===== src/shared/cap8_regs.vh =====
// Register map and field layout of the three-channel 8-bit modulator block
// Included by every design file; definitions only
`ifndef CAP8_REGS_VH
`define CAP8_REGS_VH

`define CAP8_ADDR_W 8
`define CAP8_A_CPL1 8'he9
`define CAP8_A_CPH1 8'hea
`define CAP8_A_CPL2 8'heb
`define CAP8_A_CPH2 8'hec
`define CAP8_A_CPL0 8'hfb
`define CAP8_A_CPH0 8'hfc
`define CAP8_A_MODE0 8'hd0
`define CAP8_A_MODE1 8'hd1
`define CAP8_A_MODE2 8'hd2
`define CAP8_A_CFG 8'hd3
`define CAP8_A_CNT 8'hd4
`define CAP8_A_FLAGS 8'hd5
`define CAP8_A_CTRL 8'hd6

// Channel mode register fields
`define CAP8_M_MAT 0
`define CAP8_M_PWM 1
`define CAP8_M_ECOM 2

// Modulator configuration register fields
`define CAP8_C_CYCLE_LENGTH_SELECT_LO 0
`define CAP8_C_CYCLE_LENGTH_SELECT_HI 1
`define CAP8_C_CYCLE_OVERFLOW_FLAG 5
`define CAP8_C_RELOAD_ACCESS_SELECT 7
`define CAP8_CYCLE_LENGTH_SELECT_8BIT 2'h0

// Counter control register fields
`define CAP8_K_RUN 0

`define CAP8_RST_BYTE 8'h00
`define CAP8_CNT_MAX 8'hff
`define CAP8_CNT_ZERO 8'h00

`endif


===== src/verilog/cap8_channel.v =====
// One modulator channel: compare and output flip-flop
// Assumes step/wrap pulses from the timebase, registered on the same edge that moves the count
`timescale 1ns/10ps
`default_nettype none
`include "cap8_regs.vh"

module cap8_channel #(
    parameter W = 8
) (
    input wire clk,
    input wire rst,
    input wire active,
    input wire step,
    input wire wrap,
    input wire [W-1:0] count,
    input wire [W-1:0] cmp_lo,
    output wire match,
    output reg out_q
);

    // The count held after step is the new value; compare it once per tick
    assign match = active & step & (count == cmp_lo);

    always @(posedge clk or posedge rst) begin
        if (rst) begin
            out_q <= 1'b0;
        end else if (!active) begin
            out_q <= 1'b0;
        end else if (match) begin
            out_q <= 1'b1;
        end else if (wrap) begin
            out_q <= 1'b0;
        end
    end

endmodule
`default_nettype wire


===== src/verilog/cap8_pwm.v =====
// Three-channel 8-bit pulse width modulator of a counter array
// Assumes a plain register port and a timebase tick synchronous to clk
//
// Operation
// - All modulator channels share one cycle length
// - Other channels run independently of modulator channels
// - Output set when counter equals compare low
// - Output cleared on counter low overflow
// - Overflow reloads compare low from compare high
// - Mode needs enable, modulator bit, length 00
// - Match flag enable sets compare event flag
// - Overflow sets cycle overflow flag every 256
// - Writing compare low clears comparator enable
// - Writing compare high sets comparator enable
// - High time is 256 minus compare high
// - Disabled comparator gives zero percent duty
// - Reload select picks compare or auto-reload
// - Low register bits 7:0, high 15:8
//
// Decided for this implementation: the address-and-strobe port.
`timescale 1ns/10ps
`default_nettype none
`include "cap8_regs.vh"

module cap8_pwm #(
    parameter NCH = 3
) (
    input wire clk,
    input wire rst,
    input wire tick,
    input wire [7:0] addr,
    input wire [7:0] wdata,
    input wire wr,
    input wire rd,
    output reg [7:0] rdata_q,
    output reg [NCH-1:0] modulated_output_pin_q
);

    reg [7:0] cmp_lo_q [0:NCH-1];
    reg [7:0] cmp_hi_q [0:NCH-1];
    reg [7:0] arl_lo_q [0:NCH-1];
    reg [7:0] arl_hi_q [0:NCH-1];
    reg [NCH-1:0] comparator_enable_q;
    reg [NCH-1:0] modulator_mode_bit_q;
    reg [NCH-1:0] match_flag_enable_q;
    reg [NCH-1:0] compare_event_flag_q;
    reg cycle_overflow_flag_q;
    reg reload_access_select_q;
    reg [1:0] cycle_length_select_q;
    reg run_q;

    wire [7:0] counter_low_byte;
    wire step;
    wire wrap;
    wire [NCH-1:0] match;
    wire [NCH-1:0] out_w;
    wire [NCH-1:0] active;

    // Map an address to a channel index of a low, high or mode byte, or 3 if none
    function [1:0] lo_ch;
        input [7:0] a;
        begin
            case (a)
                `CAP8_A_CPL0: lo_ch = 2'h0;
                `CAP8_A_CPL1: lo_ch = 2'h1;
                `CAP8_A_CPL2: lo_ch = 2'h2;
                default: lo_ch = 2'h3;
            endcase
        end
    endfunction

    function [1:0] hi_ch;
        input [7:0] a;
        begin
            case (a)
                `CAP8_A_CPH0: hi_ch = 2'h0;
                `CAP8_A_CPH1: hi_ch = 2'h1;
                `CAP8_A_CPH2: hi_ch = 2'h2;
                default: hi_ch = 2'h3;
            endcase
        end
    endfunction

    function [1:0] mode_ch;
        input [7:0] a;
        begin
            case (a)
                `CAP8_A_MODE0: mode_ch = 2'h0;
                `CAP8_A_MODE1: mode_ch = 2'h1;
                `CAP8_A_MODE2: mode_ch = 2'h2;
                default: mode_ch = 2'h3;
            endcase
        end
    endfunction

    wire [1:0] wl = lo_ch(addr);
    wire [1:0] wh = hi_ch(addr);
    wire [1:0] wm = mode_ch(addr);

    // One shared length field governs every modulator channel
    wire len8 = (cycle_length_select_q == `CAP8_CYCLE_LENGTH_SELECT_8BIT);

    cap8_timebase #(
        .W(8)
    ) u_tb (
        .clk(clk),
        .rst(rst),
        .run(run_q),
        .tick(tick),
        .count_q(counter_low_byte),
        .step_q(step),
        .wrap_q(wrap)
    );

    genvar g;
    generate
        for (g = 0; g < NCH; g = g + 1) begin : g_ch
            // Channels outside this mode have their output flip-flop held at zero
            assign active[g] = comparator_enable_q[g] & modulator_mode_bit_q[g] & len8;
            cap8_channel #(
                .W(8)
            ) u_ch (
                .clk(clk),
                .rst(rst),
                .active(active[g]),
                .step(step),
                .wrap(wrap),
                .count(counter_low_byte),
                .cmp_lo(cmp_lo_q[g]),
                .match(match[g]),
                .out_q(out_w[g])
            );
        end
    endgenerate

    always @(posedge clk or posedge rst) begin
        if (rst) begin
            modulated_output_pin_q <= {NCH{1'b0}};
        end else begin
            modulated_output_pin_q <= out_w;
        end
    end

    integer i;
    always @(posedge clk or posedge rst) begin
        if (rst) begin
            for (i = 0; i < NCH; i = i + 1) begin
                cmp_lo_q[i] <= `CAP8_RST_BYTE;
                cmp_hi_q[i] <= `CAP8_RST_BYTE;
                arl_lo_q[i] <= `CAP8_RST_BYTE;
                arl_hi_q[i] <= `CAP8_RST_BYTE;
            end
            comparator_enable_q <= {NCH{1'b0}};
            modulator_mode_bit_q <= {NCH{1'b0}};
            match_flag_enable_q <= {NCH{1'b0}};
            compare_event_flag_q <= {NCH{1'b0}};
            cycle_overflow_flag_q <= 1'b0;
            reload_access_select_q <= 1'b0;
            cycle_length_select_q <= 2'h0;
            run_q <= 1'b0;
        end else begin
            for (i = 0; i < NCH; i = i + 1) begin
                // Hardware reload first; a software write in the same cycle wins
                if (wrap && active[i]) begin
                    cmp_lo_q[i] <= cmp_hi_q[i];
                end
                if (wr && wl == i) begin
                    if (reload_access_select_q) begin
                        arl_lo_q[i] <= wdata;
                    end else begin
                        cmp_lo_q[i] <= wdata;
                        comparator_enable_q[i] <= 1'b0;
                    end
                end
                if (wr && wh == i) begin
                    if (reload_access_select_q) begin
                        arl_hi_q[i] <= wdata;
                    end else begin
                        cmp_hi_q[i] <= wdata;
                        comparator_enable_q[i] <= 1'b1;
                    end
                end
                if (wr && wm == i) begin
                    match_flag_enable_q[i] <= wdata[`CAP8_M_MAT];
                    modulator_mode_bit_q[i] <= wdata[`CAP8_M_PWM];
                    comparator_enable_q[i] <= wdata[`CAP8_M_ECOM];
                end
            end
            // Write-zero clears a flag, but a same-cycle event keeps it set
            if (wr && addr == `CAP8_A_FLAGS) begin
                compare_event_flag_q <= (compare_event_flag_q & wdata[NCH-1:0])
                    | (match & match_flag_enable_q);
            end else begin
                compare_event_flag_q <= compare_event_flag_q | (match & match_flag_enable_q);
            end
            if (wr && addr == `CAP8_A_CFG) begin
                cycle_length_select_q <= wdata[`CAP8_C_CYCLE_LENGTH_SELECT_HI:`CAP8_C_CYCLE_LENGTH_SELECT_LO];
                reload_access_select_q <= wdata[`CAP8_C_RELOAD_ACCESS_SELECT];
                cycle_overflow_flag_q <= (cycle_overflow_flag_q & wdata[`CAP8_C_CYCLE_OVERFLOW_FLAG]) | wrap;
            end else if (wrap) begin
                cycle_overflow_flag_q <= 1'b1;
            end
            if (wr && addr == `CAP8_A_CTRL) begin
                run_q <= wdata[`CAP8_K_RUN];
            end
        end
    end

    reg [7:0] rd_d;
    always @* begin
        rd_d = 8'h00;
        if (wl != 2'h3) begin
            rd_d = reload_access_select_q ? arl_lo_q[wl] : cmp_lo_q[wl];
        end else if (wh != 2'h3) begin
            rd_d = reload_access_select_q ? arl_hi_q[wh] : cmp_hi_q[wh];
        end else if (wm != 2'h3) begin
            rd_d[`CAP8_M_MAT] = match_flag_enable_q[wm];
            rd_d[`CAP8_M_PWM] = modulator_mode_bit_q[wm];
            rd_d[`CAP8_M_ECOM] = comparator_enable_q[wm];
        end else begin
            case (addr)
                `CAP8_A_CFG: begin
                    rd_d[`CAP8_C_CYCLE_LENGTH_SELECT_HI:`CAP8_C_CYCLE_LENGTH_SELECT_LO] = cycle_length_select_q;
                    rd_d[`CAP8_C_CYCLE_OVERFLOW_FLAG] = cycle_overflow_flag_q;
                    rd_d[`CAP8_C_RELOAD_ACCESS_SELECT] = reload_access_select_q;
                end
                `CAP8_A_CNT: rd_d = counter_low_byte;
                `CAP8_A_FLAGS: rd_d[NCH-1:0] = compare_event_flag_q;
                `CAP8_A_CTRL: rd_d[`CAP8_K_RUN] = run_q;
                default: rd_d = 8'h00;
            endcase
        end
    end

    always @(posedge clk or posedge rst) begin
        if (rst) begin
            rdata_q <= 8'h00;
        end else if (rd) begin
            rdata_q <= rd_d;
        end else begin
            rdata_q <= 8'h00;
        end
    end

endmodule
`default_nettype wire


===== src/verilog/cap8_timebase.v =====
// Counter-array timebase: low-byte counter advancing on each tick while run is set
// Assumes one clock domain; tick and run are synchronous to clk
`timescale 1ns/10ps
`default_nettype none
`include "cap8_regs.vh"

module cap8_timebase #(
    parameter W = 8
) (
    input wire clk,
    input wire rst,
    input wire run,
    input wire tick,
    output reg [W-1:0] count_q,
    output reg step_q,
    output reg wrap_q
);

    wire adv = run & tick;

    always @(posedge clk or posedge rst) begin
        if (rst) begin
            count_q <= {W{1'b0}};
            step_q <= 1'b0;
            wrap_q <= 1'b0;
        end else begin
            step_q <= adv;
            wrap_q <= adv & (&count_q);
            if (adv) begin
                count_q <= count_q + {{(W-1){1'b0}}, 1'b1};
            end
        end
    end

endmodule
`default_nettype wire

===== config.mk =====
export PLATFORM = sky130hd
export DESIGN_NAME = cap8_pwm
export DESIGN_NICKNAME = d
export VERILOG_FILES = /design/src/verilog/cap8_channel.v /design/src/verilog/cap8_pwm.v /design/src/verilog/cap8_timebase.v
export VERILOG_INCLUDE_DIRS = /design/src /design/src/shared
export SDC_FILE = /design/constraint.sdc
export NUM_CORES = 1
export LEC_CHECK = 0
export BUFFER_PORTS_ARGS = -buffer_cell sky130_fd_sc_hd__buf_2
export CAP_MARGIN = 10
export CORE_AREA = 2 2 122 124
export CTS_CLUSTER_DIAMETER = 120
export DETAILED_ROUTE_END_ITERATION = 8
export DIE_AREA = 0 0 124 126
export GPL_TIMING_DRIVEN = 0
export PLACE_DENSITY = 0.67
export REMOVE_ABC_BUFFERS = 1
export SYNTH_ARGS = -nofsm -noshare
export SYNTH_HDL_FRONTEND = slang
export SYNTH_SLANG_ARGS = --single-unit

===== constraint.sdc =====
create_clock -name clk -period 6.1 [get_ports clk]
set_clock_uncertainty 0.2 [all_clocks]
set_input_delay 0.61 -clock clk [delete_from_list [all_inputs] [get_ports clk]]
set_output_delay 0.61 -clock clk [all_outputs]
set_load 0.01 [all_outputs]

# == Word level (Yosys, flattened, before mapping) ==
# Index checks and enable logic that the tools add are counted.
# totals
reg_bits,137
inputBits,21
out_inout_bits,11
wordCells,186
# classes
n_addsub,1
order_cmp,3
n_eq_ne,28
mux,69
bitwise,23
reduce_logical,30
# ops
operator,count
8-bit 2-to-1 mux,22
"8-bit equality test, second input constant",13
8-bit binary-select mux with 2-bit select,4
1-bit 2-to-1 mux,28
8-bit equality test,3
2-bit one-hot mux with 3 select lines,3
2-bit AND reduction,9
1-bit bitwise AND,15
1-bit logical AND,15
"3-bit != test, second input constant",3
"8-bit by 1-bit adder with 8-bit output, second input constant",1
2-bit logical NOT,4
8-bit AND reduction,1
3-bit bitwise AND,2
1-bit binary-select mux with 2-bit select,3
"2-bit by 1-bit equality test with 1-bit output, second input constant",3
"2-bit equality test, second input constant",3
"3-bit >= comparator, second input constant",2
3-bit 2-to-1 mux,2
"2-bit != test, second input constant",3
2-bit NOT with 3-bit output,2
3-bit bitwise OR,2
1-bit one-hot mux with 2 select lines,3
5-bit 2-to-1 mux,1
other kinds (7),7

# == Logic depth before layout (Yosys ltp) ==
# depth
word_depth,10
ltp_mapped,8
ltp_nobuf,5

# == Modules after synthesis ==
# From an unflattened synthesis, not the netlist that was laid out.
# hier_totals
hier_cells,622
hier_area_um2,7138.1
# by_module_without_submodules
module,instances,cells_each,area_per_inst_um2,seq_area_each_um2
cap8_pwm,1,539,6277.3,3103.0
cap8_timebase,1,35,440.4,250.2
cap8_channel,3,16,140.1,25.0

# == Least setup slack after synthesis ==
# Ideal clock, no wire load.
# synth_timing
path_type,input to register
from,input addr[4]
to,register rdata_q[7]
setup_ns,0.136
arrival_time_ns,2.090
t_required_ns,5.764
path_slack_ns,3.674
stages,7
path_buffers,2
cell_sequence,buf_4 -> xnor2_4 -> and4_1 -> buf_6 -> mux4_2 -> a22oi_1 -> o31ai_1
# synth_via
elab_chain_cells,10
word_cells_on_any_way,38
classes_between,eq/ne (14); mux (22); bitwise (2)
# synth_lines
element,line,source
start: declaration,cap8_pwm.v:31,"input wire [7:0] addr,"
8-bit equality test,cap8_pwm.v:75,case (a)
2-bit one-hot mux with 3 select lines,cap8_pwm.v:75,
2-bit NOT with 3-bit output (implied by the code),cap8_pwm.v:215,rd_d = reload_access_select_q ? arl_hi_q[wh] : cmp_hi_q[wh];
8-bit binary-select mux with 2-bit select,cap8_pwm.v:215,
8-bit 2-to-1 mux (implied by the code) (2 in a row),cap8_pwm.v:215,
8-bit 2-to-1 mux,cap8_pwm.v:215,
8-bit 2-to-1 mux,cap8_pwm.v:214,end else if (wh != 2'h3) begin
8-bit 2-to-1 mux *,cap8_pwm.v:212,if (wl != 2'h3) begin
8-bit 2-to-1 mux *,cap8_pwm.v:238,end else if (rd) begin
end signal: assignment,cap8_pwm.v:239,rdata_q <= rd_d;
end: declaration,cap8_pwm.v:35,"output reg [7:0] rdata_q,"
# Mark *: on every way between the ends. The rest lies on a longest branch, timed or not. The select of a mux whose other input is x is not followed.
# A chain may end at the register's enable or synchronous reset.

# == Final worst setup path ==
# layout_timing
from,register reload_access_select_q
to,register arl_hi_q[13] (netlist name)
# layout_via
elab_chain_cells,1
# layout_lines
element,line,source
start: declaration,cap8_pwm.v:48,reg reload_access_select_q;
start signal: assignment,cap8_pwm.v:198,reload_access_select_q <= wdata[`CAP8_C_RELOAD_ACCESS_SELECT];
2-bit AND reduction (no source line),--,
end signal: indexed assignment,cap8_pwm.v:151,arl_hi_q[i] <= `CAP8_RST_BYTE;
end signal: indexed assignment,cap8_pwm.v:177,arl_hi_q[i] <= wdata;
end: declaration,cap8_pwm.v:42,reg [7:0] arl_hi_q [0:NCH-1];
# No other way between the ends.

==> flow_summary_export.csv <==
group,metric,value,unit
finish,layout_common_cells,"136 x dfrtp_1, 98 x mux2_2, 40 x mux2i_1",
sta,fin_ws,3.172,ns
clock_network,post-cts-setup-buffers,0,
logic_synthesis,ys_dominant_reg_cell,"dfrtp_1",
sta,setup_violations,0,
clock_network,clock_sinks,137,
logic_synthesis,synth-async-reset-ratio,100.0,%
pwr,p_total,0.002258,W
worst_setup_path,slowest_stage,"dfrtp_2",
routing,avgViaCountPerCell,6.248,
routing,ant_nets,0,
pwr,cellLeakagePower,3.656,nW
logic_synthesis,synthTopCellsByArea,"dfrtp_1 48%, mux2_2 15%, mux2i_1 5.6%",
logic_synthesis,synth.distinct_cells,60,
grt,grt_max_degree,72,
place,gp_congestion,0.9548,
floorplan,core_area,14310,µm²
floorplan,die_h,126,µm
routing,drt-initial-drc-count,520,
clock_network,clk_latency,0.44,ns
sta,fmax,0.3416,GHz
worst_setup_path,crit_arrival,3.04,ns
logic_synthesis,synth_area,7127,µm²
floorplan,start_util,49.79,%
worst_setup_path,crit_path_end_kind,"register",
routing,num_vias,5111,
logic_synthesis,syn_area_per_cell,11.70,µm²
floorplan,die_w,124,µm
worst_setup_path,slowest_delay,0.99,ns
finish,diodes,0,
grt,grt_antenna_before_repair,0,
clock_network,cts_hold_buf,0,
routing,wire_per_inst,22.89,µm
pwr,p_comb_share,7.6,%
worst_setup_path,cp_cell_sequence,"nand2_1, nor4_4, mux2_2",
logic_synthesis,yosysWarnings,0,
outcome,outcome,"finished clean",
finish,fill_cells,1187,
clock_network,cts-resized-gates,0,
floorplan,ios,32,
floorplan,dieArea,15620,µm²
logic_synthesis,yosysTopAreaCellShare,48.10,%
finish,area_delta_synth_final,11.89,%
finish,final_common_cell,"dfrtp_1",
worst_hold_path,holdCritPathClass,"input port to asynchronous set/reset pin",
sta,rsz0062_at_grt,"false",
place,hpwl,13150,µm
routing,first_pass_iters,5,
place,port_buffers,31,
sta,finalCriticalPeriod,2.928,ns
floorplan,std_cell_rows,44,
grt,grt_usage,25.84,%
finish,finish.utilization,55.71,%
worst_setup_path,crit_required,6.21,ns
clock_network,root_buffer,"clkbuf_16",
job,maxCapViolCount,0,
worst_setup_path,critPathKind,"register to register",
logic_synthesis,synth-seq-cells,137,
place,post-place-ws,2.851,ns
pwr,p_sw,0.0005619,W
worst_setup_path,startpoint_type,"register",
clock_network,cts_max_path_buffers,2,
sta,maxSlewViolCount,0,
pwr,powerDensity,283.2,nW/µm²
grt,grt_pass1_vias,5129,
sta,hold_violations,0,
pwr,pwr-share-clk,48.5,%
pwr,internal-power,0.001696,W
clock_network,cts_made_buffers,17,
sta,slew_headroom,33.68,%
logic_synthesis,synth_area_leader_cell,"dfrtp_1",
clock_network,path_clk_slew,0.06,ns
routing,routed_wl,18720,µm
logic_synthesis,yosysSeqAreaShare,48.10,%
worst_setup_path,worstPathMaxFanout,38,
logic_synthesis,synth_edf_count,0,
pwr,pwr-share-seq,43.9,%
clock_network,cts_tree,"built",
grt,grt_pass1_wl,29370,µm
grt,gr-total-overflow,0,
logic_synthesis,synth_cells,609,
worst_setup_path,r2r_cells,3,
sta,worst_pin_slew,0.9894,ns
pwr,ir_drop,0.2056,mV
finish,drive_above_1_share,29.50,%
finish,layout.nets,644,
clock_network,htree_levels,4,
pwr,swShare,24.88,%
sta,finalSetupTns,0,ns
sta,fin_crit_sh,47.99,%
routing,drc,0,
==> cell usage after synthesis, types with 3 or more instances <==
| master | instances |
|---|---|
| a211oi_1 | 5 |
| a21oi_1 | 27 |
| a22oi_1 | 4 |
| a41oi_1 | 4 |
| and3_1 | 5 |
| buf_2 | 9 |
| buf_6 | 4 |
| clkbuf_1 | 21 |
| dfrtp_1 | 137 |
| inv_1 | 9 |
| mux2_2 | 98 |
| mux2i_1 | 40 |
| mux4_2 | 10 |
| nand2_1 | 38 |
| nand2b_1 | 8 |
| nand3_1 | 17 |
| nand3b_1 | 3 |
| nand4_1 | 7 |
| nor2_1 | 33 |
| nor2_2 | 5 |
| nor2b_1 | 4 |
| nor3_1 | 4 |
| nor4_1 | 4 |
| o21ai_0 | 27 |
| o22ai_1 | 4 |
| o32ai_1 | 4 |
| or3_1 | 4 |
| xnor2_1 | 14 |
| xor2_1 | 17 |
==> kinds of logic after synthesis <==
| kind of cell | share of synthesized area, % |
|---|---|
| AOI/OAI and AO/OA | 8.129 |
| muxes | 24.42 |
| xor gates and xnor gates | 4.196 |
| DFF | 48.10 |
| buffers and inverters | 3.160 |
| adders and majority gates | 0.1755 |
| and+or+nand+nor | 11.82 |
==> path summary, 6_finish.rpt <==
| kind | endpoint | slack [ns] | from |
|---|---|---|---|
| max | arl_hi_q[13] | 3.17 | reload_access_select_q |
| min in group clk | modulated_output_pin_q[1] | 0.18 | g_ch[1].u_ch.out_q |
| max reg2reg | arl_hi_q[13] | 3.17 | reload_access_select_q |
| min | arl_hi_q[12] | 0.07 | rst |
| max in group asynchronous | arl_lo_q[16] | 4.88 | rst |
| min reg2reg | modulated_output_pin_q[1] | 0.18 | g_ch[1].u_ch.out_q |
==> registers in the layout (all words and copies together), names as in the netlist, 3 cells and up, named ones only <==
name / flops
arl_hi_q: 24
cmp_hi_q: 24
u_tb.count_q: 8
modulated_output_pin_q: 3
match_flag_enable_q: 3
arl_lo_q: 24
g_ch.u_ch.out_q: 3
modulator_mode_bit_q: 3
rdata_q: 8
cmp_lo_q: 24
compare_event_flag_q: 3
==> power groups by stage <==
stage / combinational (W) / clock, W / sequential (W)
global route: 0.000188 / 0.00115 / 0.000993
finish: 0.000172 / 0.00110 / 0.000990
CTS: 0.000172 / 0.00111 / 0.000989
global placement: 0.000163 / 0 / 0.00100
floorplan: 0.000107 / 0 / 0.000986
detailed placement: 0.000170 / 0 / 0.00101
==> critical path, delay by kind of cell (launching register included) <==
family / cells / cell delay, ns
flops: 1 / 0.99
mux: 1 / 0.42
simple gates: 2 / 1.20
==> final cells by class <==
class	instances	area [µm²]	share of cell area, %
clock buffer	18	429.2	5.382
sequential	137	3430	43.01
tap	184	230.2	2.887
timing repair buffer	32	182.7	2.291
inverter	9	38.79	0.4864
multi-input combinational	425	3473	43.56
clock inverter	13	190.2	2.385
==> per-layer routing <==
layer	global-route usage (%)	routed length, µm	up-vias
li1	-	-	2247
met1	34.18	7788	2599
met2	40.37	9023	220
met3	5.752	1215	45
met4	12.16	696	0
met5	0	0	-
==> through the flow <==
| step | cell area, µm² | hold WS [ns] | cells |
|---|---|---|---|
| 2_1_floorplan | 6935 | 0.1541 | 571 |
| 3_3_place_gp | 7321 | 0.1656 | 786 |
| 3_5_place_dp | 7355 | 0.1674 | 787 |
| 4_1_cts | 7974 | 0.09228 | 818 |
| 5_1_grt | 7974 | 0.1321 | 818 |
| 6_report | 7974 | 0.07460 | 818 |
Note: power is estimated with default switching activity, not from simulation.
